<file path="config.mk">
export PLATFORM = sky130hd
export DESIGN_NAME = hbc_top
export DESIGN_NICKNAME = d
export VERILOG_FILES = /design/src/inc/hbc_pkg.sv /design/src/inc/hbc_cmp_if.sv /design/src/hw/hbc_rst_delay.sv /design/src/hw/hbc_sync.sv /design/src/hw/hbc_top.sv
export SDC_FILE = /design/constraint.sdc
export NUM_CORES = 1
export LEC_CHECK = 0
export BUFFER_PORTS_ARGS = -buffer_cell sky130_fd_sc_hd__buf_2
export CAP_MARGIN = 20
export CELL_PAD_IN_SITES_DETAIL_PLACEMENT = 1
export CELL_PAD_IN_SITES_GLOBAL_PLACEMENT = 1
export CORE_ASPECT_RATIO = 0.75
export CORE_UTILIZATION = 38
export DETAILED_ROUTE_END_ITERATION = 16
export PLACE_DENSITY = 0.85
export RECOVER_POWER = 50
export SLEW_MARGIN = 20
export SYNTH_ARGS = -nofsm -noshare
export SYNTH_HDL_FRONTEND = slang
export SYNTH_SLANG_ARGS = --single-unit
</file>
<file path="constraint.sdc">
create_clock -name clk_sys -period 1.9 [get_ports clk_sys]
set_input_delay 0.475 -clock clk_sys [delete_from_list [all_inputs] [get_ports clk_sys]]
set_output_delay 0.475 -clock clk_sys [all_outputs]
set_load 0.01 [all_outputs]
</file>
<file path="src/inc/hbc_pkg.sv">
package hbc_pkg;
  // Register map and widths
  localparam int        DW             = 8;
  localparam logic [7:0] ADDR_CTRL     = 8'hE2;
  localparam logic [7:0] ADDR_STAT     = 8'hE3;
  localparam logic [7:0] CTRL_RESET    = 8'h00;
  localparam logic [7:0] STAT_RESET    = 8'h00;
  localparam logic [7:0] RDATA_UNMAPPED = 8'h00;

  // Control register fields
  localparam int CTRL_EN1    = 0;
  localparam int CTRL_EN2    = 1;
  localparam int CTRL_LVL1   = 2;
  localparam int CTRL_LVL2   = 3;
  localparam int CTRL_PEDGE  = 4;
  localparam int CTRL_BUSMUX = 5;
  localparam int CTRL_UNUSED = 6;
  localparam int CTRL_DIAGIE = 7;

  // Status register fields; comparator vector uses the same order
  localparam int STAT_LSB    = 3;
  localparam int NFLAG       = 5;
  localparam int FLG_SC      = 0;
  localparam int FLG_OV      = 1;
  localparam int FLG_UNV     = 2;
  localparam int FLG_OT1     = 3;
  localparam int FLG_OT2     = 4;

  // Reset pin release delay in main clock cycles
  localparam int            RST_DELAY_CYC = 2048;
  localparam int            RST_CNT_W     = 12;
  localparam logic [11:0]   RST_CNT_LAST  = 12'(RST_DELAY_CYC - 1);

  typedef enum logic [1:0] {HBC_RST_HOLD, HBC_RST_COUNT, HBC_RST_RUN} hbc_rst_state_t;
endpackage

</file>
<file path="src/inc/hbc_cmp_if.sv">
`timescale 1ns/1ps
interface hbc_cmp_if;
  import hbc_pkg::*;
  logic [NFLAG-1:0] lvl;
  modport src (output lvl);
  modport dst (input lvl);
endinterface

</file>
<file path="src/hw/hbc_rst_delay.sv">
`timescale 1ns/1ps
module hbc_rst_delay
  import hbc_pkg::*;
(
  // Clock and reset
  input  wire logic clk_sys,
  input  wire logic sys_rst,
  // Reset pin and sources
  input  wire logic rst_pin_in,
  input  wire logic por,
  input  wire logic wdog_rst,
  output logic      rst_pin_o,
  output logic      rst_pin_oe,
  // Released reset to core
  output logic      core_rst
);
  hbc_rst_state_t         state;
  logic [RST_CNT_W-1:0]   cnt;

  // Pull-down acts without the clock so power loss always resets
  assign rst_pin_o  = 1'b0;
  assign rst_pin_oe = por | wdog_rst;

  // Short pin pulses still restart the full delay
  always_ff @(posedge clk_sys) begin
    if (sys_rst || !rst_pin_in) begin
      state <= HBC_RST_HOLD;
      cnt   <= '0;
    end else begin
      case (state)
        HBC_RST_HOLD: begin
          state <= HBC_RST_COUNT;
          cnt   <= '0;
        end
        HBC_RST_COUNT: begin
          if (cnt == RST_CNT_LAST) begin
            state <= HBC_RST_RUN;
          end else begin
            cnt <= cnt + 1'b1;
          end
        end
        default: state <= HBC_RST_RUN;
      endcase
    end
  end

  assign core_rst = (state != HBC_RST_RUN);
endmodule

</file>
<file path="src/hw/hbc_sync.sv">
`timescale 1ns/1ps
module hbc_sync
  import hbc_pkg::*;
(
  // Clock and reset
  input  wire logic             clk_sys,
  input  wire logic             sys_rst,
  // Raw comparator levels
  input  wire logic [NFLAG-1:0] cmp_raw,
  // Synchronised levels
  hbc_cmp_if.src                sync
);
  logic [NFLAG-1:0] stage1;
  logic [NFLAG-1:0] stage2;

  // Analog comparators are asynchronous to the main clock
  genvar i;
  generate
    for (i = 0; i < NFLAG; i++) begin : g_sync
      always_ff @(posedge clk_sys) begin
        if (sys_rst) begin
          stage1[i] <= 1'b0;
          stage2[i] <= 1'b0;
        end else begin
          stage1[i] <= cmp_raw[i];
          stage2[i] <= stage1[i];
        end
      end
    end
  endgenerate

  assign sync.lvl = stage2;
endmodule

</file>
<file path="src/hw/hbc_top.sv">
`timescale 1ns/1ps
// Contract
// Control bits: enables, levels, irq enable; bit6 zero
// Enable off: both switches off; level picks side
// Control and status reset to all zeros
// Edge polarity bit selects port edge direction
// Multiplex bit routes bus I/O to lines
// Diagnostic irq needs enable and option bit4
// Status flags at bits 3..7; low bits zero
// Short flag set by fault, cleared by software
// Short flag forces both enables cleared
// Software clears short flag, then re-enables
// Overvoltage sets flag and switches bridge off
// Undervoltage flag sticky, never switches bridge off
// Temperature flags sticky, never switch bridge off
// Any flag rising raises request zero; the code raises it only on a rise of the ORed flags
// Request flop cleared at service entry
// Software rechecks all flags before leaving service
// Regulator standby in stop, normal otherwise
// Power-on reset turns on pin pull-down
// Release core reset 2048 cycles after pin high
// Comparators pass two-stage synchroniser first
module hbc_top
  import hbc_pkg::*;
(
  // Clock and reset
  input  wire logic          clk_sys,
  input  wire logic          sys_rst,
  // CPU data bus
  input  wire logic [7:0]    bus_addr,
  input  wire logic          bus_wr,
  input  wire logic          bus_rd,
  input  wire logic [DW-1:0] bus_wdata,
  output logic      [DW-1:0] bus_rdata,
  // Power stage comparators
  input  wire logic          cmp_short,
  input  wire logic          cmp_over_v,
  input  wire logic          cmp_under_v,
  input  wire logic          cmp_temp1,
  input  wire logic          cmp_temp2,
  // Interrupt line zero
  input  wire logic          ior_diag_gate,
  input  wire logic          isr_entry,
  output logic               irq0_req,
  // Half bridge switches
  output logic      [1:0]    high_side_switch,
  output logic      [1:0]    low_side_switch,
  // Port lines
  input  wire logic [3:0]    port_pin_in,
  output logic      [3:0]    port_edge_event,
  input  wire logic [1:0]    gpio_o,
  input  wire logic [1:0]    gpio_oe,
  output logic      [1:0]    gpio_i,
  input  wire logic          can_tx,
  output logic               can_rx,
  output logic      [1:0]    port_lines_zero_one_o,
  output logic      [1:0]    port_lines_zero_one_oe,
  // Regulator and reset
  input  wire logic          cpu_stop,
  output logic               regulator_standby,
  input  wire logic          por,
  input  wire logic          wdog_rst,
  input  wire logic          rst_pin_in,
  output logic               rst_pin_o,
  output logic               rst_pin_oe,
  output logic               core_rst
);
  logic [DW-1:0]    bridge_port_control;
  logic [NFLAG-1:0] flags;
  logic [NFLAG-1:0] next_flags;
  logic [NFLAG-1:0] flag_clr;
  logic             any_prev;
  logic             any_rise;
  logic             irq_gate;
  logic [3:0]       port_prev;
  logic             wr_ctrl;
  logic             wr_stat;
  logic [DW-1:0]    next_ctrl;

  hbc_cmp_if cmp_bus ();

  hbc_sync u_sync (
    .clk_sys (clk_sys),
    .sys_rst (sys_rst),
    .cmp_raw ({cmp_temp2, cmp_temp1, cmp_under_v, cmp_over_v, cmp_short}),
    .sync    (cmp_bus.src)
  );

  hbc_rst_delay u_rst (
    .clk_sys    (clk_sys),
    .sys_rst    (sys_rst),
    .rst_pin_in (rst_pin_in),
    .por        (por),
    .wdog_rst   (wdog_rst),
    .rst_pin_o  (rst_pin_o),
    .rst_pin_oe (rst_pin_oe),
    .core_rst   (core_rst)
  );

  function automatic logic hit(input logic [7:0] a, input logic [7:0] reg_addr);
    return a == reg_addr;
  endfunction

  assign wr_ctrl = bus_wr && hit(bus_addr, ADDR_CTRL);
  assign wr_stat = bus_wr && hit(bus_addr, ADDR_STAT);

  // Status flags: set wins over a clearing write in the same cycle
  assign flag_clr   = wr_stat ? ~bus_wdata[STAT_LSB +: NFLAG] : '0;
  assign next_flags = (flags & ~flag_clr) | cmp_bus.lvl;

  always_ff @(posedge clk_sys) begin
    if (sys_rst) begin
      flags <= STAT_RESET[STAT_LSB +: NFLAG];
    end else begin
      flags <= next_flags;
    end
  end

  // Control register; short flag dominates any enable write
  always_comb begin
    next_ctrl = bridge_port_control;
    if (wr_ctrl) begin
      next_ctrl = bus_wdata;
    end
    next_ctrl[CTRL_UNUSED] = 1'b0;
    if (next_flags[FLG_SC]) begin
      next_ctrl[CTRL_EN1] = 1'b0;
      next_ctrl[CTRL_EN2] = 1'b0;
    end
  end

  always_ff @(posedge clk_sys) begin
    if (sys_rst) begin
      bridge_port_control <= CTRL_RESET;
    end else begin
      bridge_port_control <= next_ctrl;
    end
  end

  // Register reads
  always_ff @(posedge clk_sys) begin
    if (sys_rst) begin
      bus_rdata <= RDATA_UNMAPPED;
    end else if (bus_rd) begin
      if (hit(bus_addr, ADDR_CTRL)) begin
        bus_rdata <= bridge_port_control;
      end else if (hit(bus_addr, ADDR_STAT)) begin
        bus_rdata <= {flags, 3'h0};
      end else begin
        bus_rdata <= RDATA_UNMAPPED;
      end
    end
  end

  // Bridge switches; overvoltage turns off without touching enables
  always_ff @(posedge clk_sys) begin
    if (sys_rst) begin
      high_side_switch <= 2'h0;
      low_side_switch  <= 2'h0;
    end else begin
      for (int b = 0; b < 2; b++) begin
        high_side_switch[b] <= bridge_port_control[CTRL_EN1 + b] &&
                               bridge_port_control[CTRL_LVL1 + b] && !flags[FLG_OV];
        low_side_switch[b]  <= bridge_port_control[CTRL_EN1 + b] &&
                               !bridge_port_control[CTRL_LVL1 + b] && !flags[FLG_OV];
      end
    end
  end

  // One request per rise of the ORed flags; later flags are not stored
  assign any_rise = (|flags) && !any_prev;
  assign irq_gate = bridge_port_control[CTRL_DIAGIE] && ior_diag_gate;

  always_ff @(posedge clk_sys) begin
    if (sys_rst) begin
      any_prev <= 1'b0;
      irq0_req <= 1'b0;
    end else begin
      any_prev <= |flags;
      if (any_rise && irq_gate) begin
        irq0_req <= 1'b1;
      end else if (isr_entry) begin
        irq0_req <= 1'b0;
      end
    end
  end

  // Port edge events; polarity chosen by control bit
  always_ff @(posedge clk_sys) begin
    if (sys_rst) begin
      port_prev       <= 4'h0;
      port_edge_event <= 4'h0;
    end else begin
      port_prev <= port_pin_in;
      if (bridge_port_control[CTRL_PEDGE]) begin
        port_edge_event <= port_pin_in & ~port_prev;
      end else begin
        port_edge_event <= ~port_pin_in & port_prev;
      end
    end
  end

  // Lines zero and one: line 0 receives, line 1 transmits in bus mode
  always_comb begin
    if (bridge_port_control[CTRL_BUSMUX]) begin
      port_lines_zero_one_o  = {can_tx, 1'b0};
      port_lines_zero_one_oe = 2'h2;
      can_rx                 = port_pin_in[0];
      gpio_i                 = 2'h0;
    end else begin
      port_lines_zero_one_o  = gpio_o;
      port_lines_zero_one_oe = gpio_oe;
      can_rx                 = 1'b1;
      gpio_i                 = port_pin_in[1:0];
    end
  end

  // Regulator mode follows stop; reset returns it to normal
  always_ff @(posedge clk_sys) begin
    if (sys_rst) begin
      regulator_standby <= 1'b0;
    end else begin
      regulator_standby <= cpu_stop;
    end
  end
endmodule

</file>
==> results.md, run 1 <==
Layout:
- Compared with the post-synthesis result, the final layout area differs by 23.6%.
- The fraction of layout instances using a drive strength above 1 is 0.288.
- The antenna diode count is 0.
- In the final design database the tool counted approximately 360 nets.
- The filler cells instantiated in the layout total 729.
- The multi-input combinational cells in the finished layout cover a total of roughly 0.0012 mm^2.
- The area occupied by registers is 0.00118 mm^2.

Synth:
- Among all flip-flop cells after synthesis, the most frequent one is sky130_fd_sc_hd__dfxtp_1.
- The post-synthesis average cell area is 9.73 um^2.
- After synthesis, the share of flip-flops with an asynchronous set or reset is 0.
- The number of instances in the synthesized netlist is 250.
- The number of synthesized register bits is 59.
- The portion of the post-synthesis area used by sequential elements is 0.486.
- The count of flip-flops with a built-in enable after synthesis is 0.
- The yosys synthesis warning count is 0.
- The count of different cell masters after synthesis is 50.
- The area of the mapped netlist is 0.00243 mm^2.
- The number of nets handed over by synthesis was between 200 and 300.

Drt:
- The wire length per cell after detailed routing is 15.9 um.
- The total via count after detailed routing is 2118.
- After the first detailed-routing iteration, the DRC count stood at 102.
- The number of iterations in the first detailed-routing pass is 5.
- The total wire length is 6410 um.
- In the routed design, unresolved DRC markers number 0.
- The number of antenna-violating nets in the routed design is 0.
- After detailed routing, the number of vias per cell comes to 5.24.

STA:
- At the pin with the least slew margin, the transition time is between 0.8 and 0.9 ns.
- In this run the tightest slew margin relative to its limit is 0.431.
- Setup repair after global routing left no endpoint under its margin.
- The max-slew violation total from the final report was 0.
- The total count of hold-check failures in the final report is 0.
- The part of the cycle the worst path needs is 0.940.
- The summed negative setup slack over all endpoints is 0 ns.
- The peak clock frequency supported by timing is about 0.56 GHz.
- The clock period could shrink to 1.79 ns.
- The clock arrives with 0.0110 ns of skew.
- The number of failing setup endpoints in the final timing report is 0.

Die:
- The effective utilization at floorplan is 0.405.
- The placeable core region is 0.00601 mm^2.
- Pin placement for this block handled 68 I/O pins.
- From left edge to right edge, the die measures 94.4 um.
- The floorplan has 24 rows.
- The vertical die dimension is 71.3 um.
- The floorplan step defined a die boundary enclosing 0.00673 mm^2.

Status:
- The flow ran to the end, and the final reports show no timing, DRC or antenna violations.

Clock network:
- The number of buffers inserted for hold repair after clock tree synthesis is 0.
- TritonCTS built the clock tree.
- After clock tree synthesis, the clock-pin slew on the worst setup and hold paths is 0.08 ns.
- The number of buffers created by CTS is 9.
- The number of setup buffers added after CTS is 0.
- The clock net in this run drives a total of 59 sinks.
- For the worst-skew pair, the clock arrives at the later sink with an insertion delay of 0.34 ns.
- The clock tree root driver cell is sky130_fd_sc_hd__clkbuf_8.
- The maximum buffer depth of the clock tree is 2.
- The H-tree was split into 3 levels.
- The number of cells upsized or downsized after cts is 0.

Setup path:
- Counting cells, the worst reg-to-reg path comes to 5.
- The critical path is of the flip-flop to flip-flop type.
- The worst register-to-register path begins at u_rst.cnt[0].
- For the worst setup path, the data required time is 2.11 ns.
- The source of the critical timing path is u_rst.cnt[0].
- The nature of the critical path startpoint is a flip-flop.
- Across all register-to-register paths, the minimum setup slack is between 0.1 and 0.15 ns.
- The signal arrival time at the worst endpoint is around 2.0 ns.
- STA classifies the critical path endpoint as a flip-flop.
- The maximum net fanout on the critical path is 9.
- In this run the critical register-to-register path is captured at u_rst.cnt[0].

Hold path:
- The depth of the worst hold-timing path is 2.
- The end of the worst hold path is u_sync.stage1[3].
- The type of the worst min-delay path is input port to flip-flop.
- The launch point of the worst hold path is cmp_temp1.

Power and ir drop:
- The maximum resistive drop on vdd is 0.491 mV.
- The areal power density over the cells is 866 mW/mm^2.
- Summed over all cells, the static leakage comes to ~0.0012 uW.
- The total power consumption of the routed design is 2600 uW.

Placement:
- Input and output buffers added on the ports amount to 66.
- The global placement routability congestion is 0.871.
- The detailed-placement wirelength estimate is 4730 um.

GRT:
- For this run the aggregate overflow at the end of global routing stands at 0.
- The number of global-route vias before repair is 2165.
- The overall global routing resource usage is 0.200.
- Entering global routing, the biggest net connects 43 pins.
- The global-route wire length before repair is 10100 um.
- The number of antenna violations at the first check in global routing was 0.

Run:
- The max-cap violation count is 0.
## state kept, by name (all words and copies together), names as in the netlist, 4 cells and up
register	count
u_sync.sync.lvl	5
u_sync.stage1	5
port_prev	4
bridge_port_control	7
port_edge_event	4
flags	5
u_rst.cnt	12
bus_rdata	8
## layer usage
metal | up-vias | wire [um] | track usage
met5 | - | 0 | 0
met4 | 0 | 138 | 0.0906
met3 | 11 | 362 | 0.0701
met2 | 63 | 2980 | 0.318
met1 | 1019 | 2930 | 0.245
li1 | 1025 | - | -
## cells by family after synthesis
group | share of synthesized area
compound gates | 0.120
fa+ha+maj | 0.00514
buf+inv | 0.0324
flops | 0.486
simple gates | 0.296
mux | 0.0520
other cells | 0.00154
xor+xnor | 0.00720
## worst max-delay path by stage
stage / to / cells past startpoint
CTS: port_lines_zero_one_o[1] / 2
global route: u_rst.cnt[0] / 5
finish: u_rst.cnt[0] / 5
floorplan: u_rst.cnt[1] / 6
global placement: u_rst.cnt[1] / 6
detailed placement: u_rst.cnt[1] / 6
## final cells by class
type	instances	area share
Timing Repair Buffer	71	0.116
Inverter	3	0.00416
Clock inverter	7	0.0258
Sequential cell	59	0.393
Multi-Input combinational cell	177	0.387
Clock buffer	9	0.0412
Tap cell	78	0.0325
## metrics by stage
step | util | hold slack [ns] | instances | setup WS, ns | instance area (um^2)
after floorplan | - | 0.413 | 250 | 0.325 | 2430
after global placement | 0.471 | 0.419 | 388 | 0.225 | 2830
after detailed placement | 0.471 | 0.432 | 388 | 0.151 | 2830
after CTS | 0.505 | 0.332 | 404 | 0.0364 | 3030
after global routing | 0.501 | 0.338 | 404 | 0.0624 | 3010
final | 0.501 | 0.344 | 404 | 0.114 | 3010
## synthesized netlist by cell type, types with 4 or more instances
master / n / area (um^2)
sky130_fd_sc_hd__dfxtp_1: 59 / 1180
sky130_fd_sc_hd__nor2_1: 32 / 120
sky130_fd_sc_hd__nor2b_1: 26 / 163
sky130_fd_sc_hd__nand2_1: 14 / 52.6
sky130_fd_sc_hd__a21oi_1: 11 / 55.1
sky130_fd_sc_hd__mux2i_1: 7 / 70.1
sky130_fd_sc_hd__a31oi_1: 6 / 37.5
sky130_fd_sc_hd__nand4_1: 6 / 37.5
sky130_fd_sc_hd__a22oi_1: 5 / 37.5
sky130_fd_sc_hd__clkbuf_1: 5 / 18.8
sky130_fd_sc_hd__mux2_2: 5 / 56.3
sky130_fd_sc_hd__nand2b_1: 5 / 31.3
sky130_fd_sc_hd__nand3b_1: 5 / 37.5
sky130_fd_sc_hd__nor3_1: 5 / 25.0
sky130_fd_sc_hd__a32oi_1: 4 / 35.0
## report_power, final
group / switching, uW / internal, uW
combinational: 88.8 / 78.9
clock: 543 / 613
sequential: 14.3 / 1260
## worst max-delay path: stages, from the launching register on
cell and delay [ns]:
sky130_fd_sc_hd__dfxtp_1 0.42, sky130_fd_sc_hd__ha_1 0.29, sky130_fd_sc_hd__and4_4 0.28, sky130_fd_sc_hd__nand3_1 0.28, sky130_fd_sc_hd__nand2_1 0.26, sky130_fd_sc_hd__a22oi_1 0.12
## placed cells by master, fill, tap and decap left out, types with 2 or more instances in the layout
cell                        netlist  layout
sky130_fd_sc_hd__buf_4            3       4
sky130_fd_sc_hd__nand4_1          6       6
sky130_fd_sc_hd__nand3_1          3       3
sky130_fd_sc_hd__clkbuf_1         5      13
sky130_fd_sc_hd__a32oi_1          4       4
sky130_fd_sc_hd__and2_1           2       2
sky130_fd_sc_hd__and4b_1          2       2
sky130_fd_sc_hd__a21oi_1         11      11
sky130_fd_sc_hd__nand2b_1         5       5
sky130_fd_sc_hd__a22oi_1          5       5
sky130_fd_sc_hd__o22ai_1          3       3
sky130_fd_sc_hd__clkbuf_8         0       9
sky130_fd_sc_hd__a31oi_1          6       6
sky130_fd_sc_hd__or2_2            3       3
sky130_fd_sc_hd__mux2_2           5       5
sky130_fd_sc_hd__clkinv_4         0       3
sky130_fd_sc_hd__buf_2            2      53
sky130_fd_sc_hd__nand2_1         14      14
sky130_fd_sc_hd__or3b_1           3       3
sky130_fd_sc_hd__o2bb2ai_1        3       3
sky130_fd_sc_hd__nor2b_1         26      26
sky130_fd_sc_hd__nor3_1           5       5
sky130_fd_sc_hd__nor2_1          32      32
sky130_fd_sc_hd__nor4_1           2       2
sky130_fd_sc_hd__a32o_1           2       2
sky130_fd_sc_hd__nand3b_1         5       5
sky130_fd_sc_hd__dfxtp_1         59      58
sky130_fd_sc_hd__a22o_1           2       2
sky130_fd_sc_hd__mux2i_1          7       7
sky130_fd_sc_hd__and3_1           2       2
sky130_fd_sc_hd__clkinv_2         1       2
Note: power is estimated with default switching activity, not from simulation.
==> run 2, diff against run 1 <==
--- a/config.mk
+++ b/config.mk
@@ -10,6 +10,7 @@
 export CELL_PAD_IN_SITES_DETAIL_PLACEMENT = 1
 export CELL_PAD_IN_SITES_GLOBAL_PLACEMENT = 1
 export CORE_ASPECT_RATIO = 0.75
+export CORE_MARGIN = 2
 export CORE_UTILIZATION = 38
 export DETAILED_ROUTE_END_ITERATION = 16
 export PLACE_DENSITY = 0.85
==> run 2 against run 1 <==
Effect of this change:
- cell count rose by 0.25%
- register-to-register slack improved by 0.03 ns
- sequential share of layout area is 0.30 points higher
- maximum frequency down 1.3%
- non-clock buffer count down 2
- setup slack worse by 0.023 ns
- combinational power shrank 4%
- first-iteration DRC count down 41%
- global-route usage decreased by 2.6 points
- cell area down 0.87%
- largest cell class unchanged
- largest power group unchanged
==> results.md, run 2 (synthesis results as in run 1) <==
Clock network:
- The clock transition at the register clock pins on the worst setup and hold paths after CTS is 0.07 ns (about the same).
- The CTS tree is built.
- The number of buffers inserted for hold repair after clock tree synthesis came to 0 (unchanged).
- The number of cells upsized or downsized after cts is 0 (unchanged).
- The number of buffers created by CTS was 9 (unchanged).
- The number of setup buffers added after CTS is 0 (unchanged).
- The source-to-sink clock delay at the later pin of the worst-skew pair is 0.33 ns (about the same).
- In this run the clock root is driven by a sky130_fd_sc_hd__clkbuf_8.
- The number of sinks driven by the clock tree was 59 (unchanged).
- The maximum buffer depth of the clock tree is 2 (unchanged).
- The count of H-tree levels built during CTS was 3 (unchanged).

Layout:
- The antenna diode count came to 0 (unchanged).
- The post-route core utilization is 0.476 (-0.0242).
- The final net count is 360 (-0.55%).
- In the final layout, the registers with the most flip-flops are u_rst.cnt x12, bus_rdata x8, bridge_port_control x7.
- The fraction of layout instances using a drive strength above 1 is 0.275 (-0.0137).
- The count of fill cells added during filler insertion is 774 (+6.2%).
- The most common library cell in the layout ignoring fill and taps is sky130_fd_sc_hd__dfxtp_1.
- Counting flops per register, the top entry is u_rst.cnt.
- The relative area change from synthesis to final layout is 22.5%.
- The count of placed standard cells in the final layout, fillers left out is 405 (+0.25%).
- Leaving out fill and tap cells, the most frequent cells in the layout are sky130_fd_sc_hd__dfxtp_1 (59), sky130_fd_sc_hd__buf_2 (51), sky130_fd_sc_hd__nor2_1 (32), sky130_fd_sc_hd__nor2b_1 (26), sky130_fd_sc_hd__clkbuf_1 (15).
- The number of flip-flops under the largest register name is 12 (unchanged).

Setup path:
- The worst register-to-register path begins at u_rst.cnt[0].
- The worst setup path is launched from a flip-flop.
- The signal arrival time at the worst endpoint is 1.33 ns (-0.67 ns).
- The kind of capture point of the worst setup path is an output pin.
- The maximum net fanout on the critical path is 9 (unchanged).
- The most critical setup path has its startpoint at bridge_port_control[5].
- By startpoint and endpoint, the worst setup path is classified as flip-flop to output pin.
- The data required time of the worst path came to 1.42 ns (-0.69 ns).

Run:
- The max-cap violation count came to 0 (unchanged).

STA:
- The summed negative setup slack over all endpoints is 0 ns (unchanged).
- The pin slew with the least headroom to its limit is 0.895 ns (+0.0419 ns).
- The setup slack after layout came to 0.0917 ns (-0.0227 ns).
- The clock period minus worst slack came to 1.81 ns (+0.0227 ns).
- The part of the cycle the worst path needs is 0.952 (+0.0120).
- The max-slew violation total from the final report is 0 (unchanged).
- The peak clock frequency supported by timing was 0.553 GHz (-1.3%).
- The worst clock skew is 0.00562 ns (-0.00538 ns).
- Setup repair after global routing left no endpoint under its margin.
- The worst slew margin relative to its limit is 0.399 (-0.0325).
- The total count of hold-check failures in the final report was 0 (unchanged).
- The number of failing setup endpoints in the final timing report came to 0 (unchanged).

GRT:
- The global-route wire length before repair was 9280 um (-8.4%).
- The total grt overflow is 0 (unchanged).
- The overall global routing resource usage is 0.174 (-0.0261).
- The maximum number of pins on one net before global-route repair was 44 (+2.3%).
- The number of global-route vias before repair was 1971 (-9.0%).
- The number of antenna violations at the first check in global routing is 0 (unchanged).

Drt:
- The total wire length is 5870 um (-8.4%).
- The vias per cell was 5.13 (-2.2%).
- The wire length per cell after detailed routing is 14.5 um (-8.6%).
- The number of DRC violations after detailed-routing iteration 0 is 60 (-41%).
- The number of antenna-violating nets in the routed design is 0 (unchanged).
- The number of design rule violations left after detail routing was 0 (unchanged).
- The number of iterations in the first detailed-routing pass is 4 (-1).
- The total via count after detailed routing is 2076 (-2.0%).

Die:
- The effective utilization at floorplan is 0.389 (-0.0162).
- The placeable core region is 0.00626 mm^2 (+4.2%).
- The overall die area came to 0.00706 mm^2 (+5.0%).
- The top-level I/O count is 68 (unchanged).
- The number of placement rows was 25 (+4.2%).
- The vertical die dimension is 73.3 um (+2.8%).
- The x dimension of the die came to 96.4 um (+2.1%).

Status:
- The run finished with clean final reports.

Power and ir drop:
- The switching part of the total power is 0.236 (-0.0125).
- The maximum resistive drop on vdd is 0.475 mV (-3.3%).
- The cell-internal power was 1940 uW (-0.82%).
- The switching power is 599 uW (-7.4%).
- The leakage power summed over all cells is 0.00117 uW (-2.0%).
- The areal power density over the cells is 852 mW/mm^2 (-1.6%).
- The clock network fraction of design power is 0.433 (-0.011).
- The combinational power share is 0.063 (about the same).
- The total power consumption of the routed design is 2540 uW (-2.4%).
- The part of the power in registers came to 0.503 (+0.012).

Placement:
- The count of input and output buffers is 66 (unchanged).
- The detailed-placement wirelength estimate came to 4340 um (-8.2%).
- The number of cells after detailed placement is 389 (+0.26%).
- The worst slack at placement was 0.167 ns (+0.0152 ns).
- The global placement routability congestion is 0.853 (-2.1%).

Hold path:
- The launch point of the worst hold path is cpu_stop.
- In this run the worst hold path is classified as input port to flip-flop.
run 2: critical path, stage by stage (launching register included):
cell and delay [ns]:
sky130_fd_sc_hd__dfxtp_1 0.50, sky130_fd_sc_hd__mux2_2 0.37, sky130_fd_sc_hd__buf_2 0.14
run 2: area by class of cell:
cell class,instances,area (um^2),share of cell area
clock buffers,9,124,0.0416
clock inverters,7,68.8,0.0231
inverters,3,12.5,0.00420
multi-input cells,177,1160,0.390
flip-flops and latches,59,1180,0.396
well taps,81,101,0.0340
repair buffers,69,332,0.111
run 2: path summary, 6_finish.rpt:
path,endpoint,slack [ns],cells past startpoint
setup / recovery,port_lines_zero_one_o[1],0.09,2
hold / removal,regulator_standby,0.35,2
setup reg to reg,u_rst.cnt[1],0.14,6
hold reg to reg,u_sync.sync.lvl[2],0.44,1
run 2: per-stage QoR:
stage          cell area, um^2  hold slack (ns)
4_1_cts                   3010            0.339
5_1_grt                   2980            0.350
3_5_place_dp              2820            0.428
3_3_place_gp              2820            0.419
2_1_floorplan             2430            0.413
6_report                  2980            0.353
run 2: per-layer routing:
metal	share of wire	wire [um]	GRT usage	vias to the layer above
met4	0.010	60	0.0532	0
met3	0.056	330	0.0564	4
met2	0.48	2800	0.282	52
met5	0	0	0	-
met1	0.46	2680	0.223	994
li1	-	-	-	1026
run 2: power groups by stage:
stage / combinational, uW / clock [uW] / sequential [uW]
after CTS: 166 / 1130 / 1280
after detailed placement: 165 / 0 / 1310
after floorplan: 89.9 / 0 / 1300
final: 161 / 1100 / 1280
after global routing: 182 / 1190 / 1280
after global placement: 158 / 0 / 1300
